--- src/hw/preset_regs_defines.svh ---
`ifndef PRESET_REGS_DEFINES_SVH
`define PRESET_REGS_DEFINES_SVH

`define FREQ_B1_ADDR 12'h248
`define PHASE_B1_ADDR 12'h24c
`define FREQ_B2_ADDR 12'h250
`define PHASE_B2_ADDR 12'h254
`define FREQ_B3_ADDR 12'h258
`define PHASE_B3_ADDR 12'h25c
`define STARTUP_STATE_ADDR 12'h270
`define SILICON_REV_ADDR 12'h297
`define FREQ_RESET 32'hc0000000
`define PHASE_RESET 16'h0000
`define INIT_DONE_BIT 0
`define REV_CODE_MSB 4
`define REV_RSVD_ZERO 3'h0
// Arbitrary revision code; it does not name any real part variant.
`define SILICON_REV_CODE 5'h1b
`define INIT_CYCLES 8'h20
`define NUM_PRESETS 3

`endif

--- src/hw/preset_regs_pkg.sv ---
package preset_regs_pkg;
  typedef enum logic [1:0] {
    init_busy = 2'b00,
    init_done = 2'b01
  } init_state_type;
endpackage : preset_regs_pkg

--- src/hw/init_sequencer.sv ---
`timescale 1ns/1ps
`default_nettype none
`include "preset_regs_defines.svh"

module init_sequencer (
  input wire logic clk_sys,
  input wire logic srst,
  output logic done_q
);
  preset_regs_pkg::init_state_type state_q;
  logic [7:0] count_q;

  // A fixed settling count stands in for the power-up initialization engine.
  always_ff @(posedge clk_sys) begin
    if (srst) begin
      state_q <= preset_regs_pkg::init_busy;
      count_q <= 8'h00;
      done_q <= 1'b0;
    end else begin
      case (state_q)
        preset_regs_pkg::init_busy: begin
          if (count_q == `INIT_CYCLES - 8'h01) begin
            state_q <= preset_regs_pkg::init_done;
            done_q <= 1'b1;
          end else begin
            count_q <= count_q + 8'h01;
          end
        end
        default: begin
          done_q <= 1'b1;
        end
      endcase
    end
  end
endmodule : init_sequencer
`default_nettype wire

--- src/hw/preset_regs.sv ---
// Notes on behaviour
// - Channel B presets 1-3 each have a 32-bit RW tuning word, reset c0000000.
// - Channel B presets 1-3 each have a 16-bit RW phase word, reset zero.
// - Startup status bit 0 reads 1 only after initialization has finished.
// - Startup status bits 7:1 are reserved read-only; host masks them.
// - Revision register holds a 5-bit code in 4:0; bits 7:5 reset zero.
// - In interleaved mode channel B preset words are ignored downstream.
`timescale 1ns/1ps
`default_nettype none
`include "preset_regs_defines.svh"

module preset_regs (
  input wire logic clk_sys,
  input wire logic srst,
  input wire logic reg_wr,
  input wire logic reg_rd,
  input wire logic [11:0] reg_addr,
  input wire logic [31:0] reg_wdata,
  input wire logic interleave_mode,
  input wire logic [1:0] preset_sel,
  output logic [31:0] reg_rdata_q,
  output logic reg_rvalid_q,
  output logic init_done_q,
  output logic [31:0] chan_b_tuning_word_q,
  output logic [15:0] chan_b_phase_word_q,
  output logic chan_b_words_valid_q
);
  logic [31:0] freq_q [`NUM_PRESETS];
  logic [15:0] phase_q [`NUM_PRESETS];
  logic [7:0] rev_q;
  logic done_w;

  function automatic logic [1:0] preset_of(input logic [11:0] a);
    if (a == `FREQ_B1_ADDR || a == `PHASE_B1_ADDR) begin
      preset_of = 2'h0;
    end else if (a == `FREQ_B2_ADDR || a == `PHASE_B2_ADDR) begin
      preset_of = 2'h1;
    end else begin
      preset_of = 2'h2;
    end
  endfunction : preset_of

  function automatic logic is_freq(input logic [11:0] a);
    is_freq = (a == `FREQ_B1_ADDR) || (a == `FREQ_B2_ADDR) ||
      (a == `FREQ_B3_ADDR);
  endfunction : is_freq

  function automatic logic is_phase(input logic [11:0] a);
    is_phase = (a == `PHASE_B1_ADDR) || (a == `PHASE_B2_ADDR) ||
      (a == `PHASE_B3_ADDR);
  endfunction : is_phase

  init_sequencer u_init (
    .clk_sys(clk_sys),
    .srst(srst),
    .done_q(done_w)
  );

  always_ff @(posedge clk_sys) begin
    if (srst) begin
      init_done_q <= 1'b0;
    end else begin
      init_done_q <= done_w;
    end
  end

  genvar gi;
  generate
    for (gi = 0; gi < `NUM_PRESETS; gi++) begin : g_preset
      always_ff @(posedge clk_sys) begin
        if (srst) begin
          freq_q[gi] <= `FREQ_RESET;
          phase_q[gi] <= `PHASE_RESET;
        end else if (reg_wr && preset_of(reg_addr) == 2'(gi)) begin
          if (is_freq(reg_addr)) begin
            freq_q[gi] <= reg_wdata;
          end
          if (is_phase(reg_addr)) begin
            phase_q[gi] <= reg_wdata[15:0];
          end
        end
      end
    end
  endgenerate

  // The revision field is writable, but software is expected to leave it.
  always_ff @(posedge clk_sys) begin
    if (srst) begin
      rev_q <= {`REV_RSVD_ZERO, `SILICON_REV_CODE};
    end else if (reg_wr && reg_addr == `SILICON_REV_ADDR) begin
      rev_q <= reg_wdata[7:0];
    end
  end

  always_ff @(posedge clk_sys) begin
    if (srst) begin
      reg_rdata_q <= 32'h00000000;
      reg_rvalid_q <= 1'b0;
    end else begin
      reg_rvalid_q <= reg_rd;
      if (!reg_rd) begin
        reg_rdata_q <= 32'h00000000;
      end else if (is_freq(reg_addr)) begin
        reg_rdata_q <= freq_q[preset_of(reg_addr)];
      end else if (is_phase(reg_addr)) begin
        reg_rdata_q <= {16'h0000, phase_q[preset_of(reg_addr)]};
      end else if (reg_addr == `STARTUP_STATE_ADDR) begin
        // Reserved bits are returned as zero; hosts must still mask them.
        reg_rdata_q <= {31'h00000000, init_done_q};
      end else if (reg_addr == `SILICON_REV_ADDR) begin
        reg_rdata_q <= {24'h000000, rev_q};
      end else begin
        reg_rdata_q <= 32'h00000000;
      end
    end
  end

  // Interleaved mode marks the channel B words unused; the words still
  // follow the selection so that leaving the mode needs no reload.
  always_ff @(posedge clk_sys) begin
    if (srst) begin
      chan_b_tuning_word_q <= `FREQ_RESET;
      chan_b_phase_word_q <= `PHASE_RESET;
      chan_b_words_valid_q <= 1'b0;
    end else begin
      chan_b_words_valid_q <= !interleave_mode;
      if (preset_sel < 2'h3) begin
        chan_b_tuning_word_q <= freq_q[preset_sel];
        chan_b_phase_word_q <= phase_q[preset_sel];
      end
    end
  end

  rst_defaults_a: assert property (@(posedge clk_sys)
    srst |=> freq_q[0] == `FREQ_RESET && phase_q[2] == `PHASE_RESET)
    else $error("preset reset value wrong");
  freq_write_a: assert property (@(posedge clk_sys) disable iff (srst)
    reg_wr && reg_addr == `FREQ_B2_ADDR |=> freq_q[1] == $past(reg_wdata))
    else $error("tuning word write lost");
  phase_write_a: assert property (@(posedge clk_sys) disable iff (srst)
    reg_wr && reg_addr == `PHASE_B3_ADDR |=>
    phase_q[2] == $past(reg_wdata[15:0]))
    else $error("phase word write lost");
  init_low_a: assert property (@(posedge clk_sys)
    srst |=> !init_done_q [*8])
    else $error("init done too early");
  init_hold_a: assert property (@(posedge clk_sys) disable iff (srst)
    init_done_q |=> init_done_q)
    else $error("init done dropped");
  status_rsvd_a: assert property (@(posedge clk_sys) disable iff (srst)
    reg_rd && reg_addr == `STARTUP_STATE_ADDR |=>
    reg_rdata_q[31:1] == 31'h00000000)
    else $error("status reserved bits nonzero");
  rev_rsvd_a: assert property (@(posedge clk_sys)
    srst |=> rev_q[7:5] == 3'h0)
    else $error("revision reserved bits nonzero");
  interleave_gate_a: assert property (@(posedge clk_sys)
    disable iff (srst)
    interleave_mode |=> !chan_b_words_valid_q)
    else $error("channel B words used in interleave");
  readback_a: assert property (@(posedge clk_sys) disable iff (srst)
    reg_rd && reg_addr == `FREQ_B1_ADDR |=> reg_rvalid_q &&
    reg_rdata_q == $past(freq_q[0]))
    else $error("readback mismatch");

  init_seen_c: cover property (@(posedge clk_sys) $rose(init_done_q));
  write_read_c: cover property (@(posedge clk_sys)
    reg_wr && reg_addr == `PHASE_B1_ADDR ##1 reg_rd);
  interleave_c: cover property (@(posedge clk_sys) interleave_mode);
endmodule : preset_regs
`default_nettype wire

--- config.mk ---
export PLATFORM = sky130hd
export DESIGN_NAME = preset_regs
export DESIGN_NICKNAME = d
export VERILOG_FILES = /design/src/hw/preset_regs_pkg.sv /design/src/hw/init_sequencer.sv /design/src/hw/preset_regs.sv
export VERILOG_INCLUDE_DIRS = /design/src /design/src/hw
export SDC_FILE = /design/constraint.sdc
export NUM_CORES = 1
export LEC_CHECK = 0
export ABC_CLOCK_PERIOD_IN_PS = 5000
export BUFFER_PORTS_ARGS = -buffer_cell sky130_fd_sc_hd__clkbuf_2
export CORE_ASPECT_RATIO = 0.9
export CORE_MARGIN = 2
export CORE_UTILIZATION = 58
export DETAILED_ROUTE_END_ITERATION = 6
export GPL_ROUTABILITY_DRIVEN = 0
export PLACE_DENSITY_LB_ADDON = 0.3
export SLEW_MARGIN = 15
export SYNTH_ARGS = -nofsm -noshare
export SYNTH_HDL_FRONTEND = slang
export SYNTH_HIERARCHICAL = 1
export SYNTH_SLANG_ARGS = --single-unit
export TNS_END_PERCENT = 5
--- constraint.sdc ---
create_clock -name clk_sys -period 5 [get_ports clk_sys]
set_input_delay 0.25 -clock clk_sys [delete_from_list [all_inputs] [get_ports clk_sys]]
set_output_delay 0.25 -clock clk_sys [all_outputs]
set_load 0.02 [all_outputs]
== After elaboration in Yosys (flattened, before gate mapping) ==
Memories as Yosys holds them, arrays and structs flattened. A register that Yosys moved wholly into a read port is not among the register bits.
Cells that the tools add are included.

* Memories: 2
* Bits in registers: 53
* Word-level logic and storage cells: 92
* Input port bits: 51
* RAM bits: 144
* Output and inout port bits: 83

{| class="wikitable"
|+ Memory list
! name !! depth !! bits a word !! rd ports !! clocked after memory_dff !! write ports !! line !! RTL
|-
| freq_q || 3 || 32 || 2 || 1 || 3 || preset_regs.sv:28 || <nowiki>logic [31:0] freq_q [`NUM_PRESETS];</nowiki>
|-
| phase_q || 3 || 16 || 2 || 1 || 3 || preset_regs.sv:29 || <nowiki>logic [15:0] phase_q [`NUM_PRESETS];</nowiki>
|}

* Add/subtract/negate cells: 1
* $lt $le $gt $ge: 1
* Mux-type cells: 44
* Equal/unequal tests: 12
* Reduce and logical (&&, ||, !) cells: 16
* Bitwise gates (word level): 8

{| class="wikitable"
|+ Operators by type and width
! kind !! number
|-
| two-way mux 32 bit || 4
|-
| equality test 12 x 10 -> 1 bit (second input constant) || 8
|-
| two-way mux 16 bit || 4
|-
| two-way mux 1 bit || 24
|-
| two-way mux 2 bit || 10
|-
| two-way mux 8 bit || 2
|-
| adder 8 x 1 -> 8 bit (second input constant) || 1
|-
| equality test 8 x 5 -> 1 bit (second input constant) || 1
|-
| logical OR 1 bit || 6
|-
| OR 1 bit || 6
|-
| logical AND 1 bit || 4
|-
| zero test 2 bit || 2
|-
| AND reduction 2 bit || 2
|-
| equality test 2 x 1 -> 1 bit (second input constant) || 1
|-
| equality test 2 bit (second input constant) || 1
|-
| < comparator 2 bit (second input constant) || 1
|-
| != test 2 x 1 -> 1 bit (second input constant) || 1
|-
| inverter 1 bit || 2
|-
| OR reduction 2 bit || 1
|-
| zero test 1 bit || 1
|}

== Depth between registers and ports, before layout ==
* Depth after elaboration: 11
* Gate-level depth with buffers: 8
* Mapped depth without buffers: 5

== Hierarchy ==
The synthesis kept the hierarchy.

{| class="wikitable"
|+ By module, submodules not included
! module !! cells an instance !! area an instance (um^2) !! instances !! seq. area each (um^2)
|-
| preset_regs || 765 || 10,149.7 || 1 || 6,145.9
|-
| init_sequencer || 50 || 504.2 || 1 || 200.2
|}

== Worst setup path after synthesis ==
No wires, ideal clock.

* Path kind: in2reg
* From: input reg_addr[8]
* To: memory freq_q[0][0], enable pin
* Slack: 1.364 ns
* Buffers on the path: 2
* Required time: 4.572 ns
* Setup time: 0.428 ns
* Arrival time: 3.208 ns
* Cell stages on the path: 6
* Path through: or4b_4 buf_2 nor3_1 or2b_1 clkbuf_1 o21bai_1

{| class="wikitable"
|+ RTL lines
! what !! line !! RTL
|-
| start: declaration || preset_regs.sv:17 || <nowiki>input wire logic [11:0] reg_addr,</nowiki>
|-
| end: declaration || preset_regs.sv:28 ||
|}

==> results_dict.tcl <==
set metrics [dict create \
    run_status "finished clean" \
    finalSetupViolCount 0 \
    cts_buffers 25 \
    via_per_inst 6.11 \
    max-vdd-ir-drop_mv 0.247 \
    netlist_instances 815 \
    power_uw 4380 \
    multi_input_area_um2 4070 \
    start_util_pct 58.6 \
    rsz0062_at_grt "no" \
    slew-limit-headroom_pct 22.2 \
    register_area_um2 6350 \
    worst_slack_ns 2.23 \
    synthesis.area_um2 10700 \
    critical_path_class "primary input to flip-flop" \
    fin_cells 1189 \
    cts.repair.resized 0 \
    hold_class "primary input to flip-flop" \
    num_vias 7269 \
    antenna_found_initial 0 \
    min_from "reg_wdata[1]" \
    drt-total-wl_um 26000 \
    p_leak_uw 0.00467 \
    grt_pass1_wl_um 39800 \
    ios 134 \
    synthArstFlopShare_pct 0 \
    num_rows 47 \
    post_dp_cell_area_um2 11500 \
    core_um2 18200 \
    path_delay_family "simple AND/OR/NAND/NOR gates" \
    drc 0 \
    maxCapViolCount 0 \
    htree_levels 1 \
    clockRootBuffer "clkbuf_16" \
    power.density_nw_per_um2 356 \
    worstMarginPinSlew_ns 1.16 \
    grt_pass1_vias 7180 \
    tritoncts "done" \
    clk_pin_slew_ns 0.06 \
    fin_crit_ns 2.77 \
    path_max_fanout 16 \
    wire_per_inst_um 21.9 \
    crit_chain "clkbuf_2 > or4b_1 > nor3_1 > nand2_1 > nor3_2 > buf_4 > nand2b_1" \
    fin_nets 978 \
    dp_slack_ns 1.83 \
    yosys.cell_types.count 59 \
    yosys_most_used_dff "edfxtp_1" \
    max_stage_delay_ns 0.83 \
    grt_use_total_pct 26.5 \
    antenna_left 0 \
    drt_iter0_drc 630 \
    hpwl_um 15800 \
    r2r_start "u_init/count_q[0]" \
    dieHeight_um 133 \
    maxSlewViolCount 0 \
    grt_max_degree 62 \
    insertion_delay_ns 0.52 \
    fmax_mhz 361 \
    area_growth_pct 15.5 \
    cp_data_required_time_ns 5.26 \
    fin_worst_skew_ns 0.0156 \
    cts.sinks 245 \
    slowest_stage "nor3_2" \
    ys_warn_count 6 \
    cts_setup_buffers 0 \
    grt_overflow_total 0 \
    stdcell_area_um2 12300 \
    fin_setup_tns_ns 0 \
    die_area_um2 19500 \
    cts_buffer_depth 3 \
    synthesis.nets 867 \
    synth_seq_cells 245 \
    syn_avg_cell_area_um2 13.1 \
    worstPathArrival_ns 3.03 \
    cp-end-kind "flip-flop" \
    final_layout_size_suffix_gt1_share_pct 26.6 \
    crit_buf_inv 2 \
    numPortBuffers 133 \
    crit_path_start_kind "primary input" \
    seq_area_frac_synth_pct 59.6 \
    startpoint "reg_addr[7]" \
    dp_cells 1143 \
    synth_edf_count 144 \
    dr.pass1.iters 7 \
    chipWidth_um 147 \
    fillers 1269 \
    diodes 0 \
    finalHoldViolations 0 \
    min_period_over_period_pct 55.5 \
]
-- metrics by stage --
step / util, % / hold WS, ns
detailed placement: 63.5 / 0.406
global placement: 63.5 / 0.401
CTS: 67.7 / 0.0128
floorplan: - / 0.317
global route: 67.7 / 0.0208
finish: 67.7 / 0.0192
-- cell usage after synthesis (3+ instances only) --
master	count	share of area, %
nor3_4	3	0.46
a211o_1	10	0.82
nor4_2	3	0.35
mux2i_1	5	0.47
or3_1	4	0.23
a22o_1	19	1.6
nor4_1	22	1.3
dfxtp_1	101	19
nand2b_1	20	1.2
inv_1	8	0.28
edfxtp_1	144	41
buf_1	6	0.21
clkbuf_2	3	0.14
o21ai_0	5	0.23
nand3_1	4	0.19
nand2_1	26	0.92
and2_1	120	7.0
nor3_1	8	0.38
nor2_1	22	0.78
o311ai_0	3	0.25
mux4_2	48	10
buf_2	9	0.42
o22ai_1	8	0.47
a22oi_1	21	1.5
a21oi_1	47	2.2
o21bai_1	6	0.42
nor2b_1	51	3.0
clkbuf_1	46	1.6
o31ai_1	5	0.35
-- power breakdown --
| part | leakage, µW | switching, µW | total (µW) | internal (µW) |
|---|---|---|---|---|
| clock network | 0.000370 | 755 | 1760 | 1000 |
| registers | 0.00220 | 58.9 | 2290 | 2230 |
| logic | 0.00211 | 186 | 332 | 147 |
-- per-layer routing --
layer | GRT usage (%) | part of all wire (%) | routed length [µm]
met2 | 43.0 | 48 | 12600
met5 | 0 | 0 | 0
met1 | 36.9 | 40 | 10300
met4 | 8.41 | 2.7 | 690
met3 | 4.55 | 9.2 | 2400
-- worst paths after layout --
kind / depth (start not counted) / endpoint / slack, ns
worst max-delay path: 7 / freq_q[2][31] / 2.23
worst min-delay path: 2 / phase_q[1][1] / 0.02
worst max register to register: 4 / u_init/count_q[0] / 3.43
worst min register to register: 1 / reg_rdata_q[6] / 0.46
-- state kept, by name, indices dropped and copies added, names as in the netlist --
name / cells
chan_b_phase_word_q: 16
chan_b_tuning_word_q: 32
chan_b_words_valid_q: 1
freq_q: 96
init_done_q: 1
phase_q: 48
reg_rdata_q: 32
reg_rvalid_q: 1
rev_q: 8
u_init/count_q: 8
u_init/done_q: 1
u_init/state_q: 1
-- kinds of logic (layout without fill, tap and decap cells) --
family                   Yosys count  count (layout)  synth area share, %
AO/OA/AOI/OAI                    140             140                 9.27
buffers and inverters             73             202                 2.78
XOR/XNOR                           1               1               0.0822
adder cells (fa/ha/maj)            1               1                0.117
flip-flops                       245             245                 59.6
AND/OR/NAND/NOR                  299             299                 17.2
multiplexers                      56              56                 11.0
-- final cells by class --
type	count	share of cell area, %
inverter	8	0.244
clock inverter	9	0.600
timing repair buffer	149	6.44
multi-input combinational	497	33.1
tap	245	2.49
clock buffer	36	5.58
sequential	245	51.5
-- repair_timing --
action,in CTS,in global routing
hold endpoints to repair,1,0
setup endpoints to repair,0,0
hold buffers,1,0
-- layout by cell type, fill, tap and decap left out, types with 9 or more instances in the layout --
cell type	netlist	layout
clkbuf_1	46	9
nor2b_1	51	51
and2_1	120	120
a21oi_1	47	47
buf_4	0	17
a211o_1	10	10
clkbuf_16	0	25
nor2_1	22	22
clkbuf_2	3	131
nand2b_1	20	20
mux4_2	48	48
nor4_1	22	21
nand2_1	26	26
dfxtp_1	101	101
edfxtp_1	144	144
a22oi_1	21	21
a22o_1	19	19
Power figures use the tool's default switching activity.
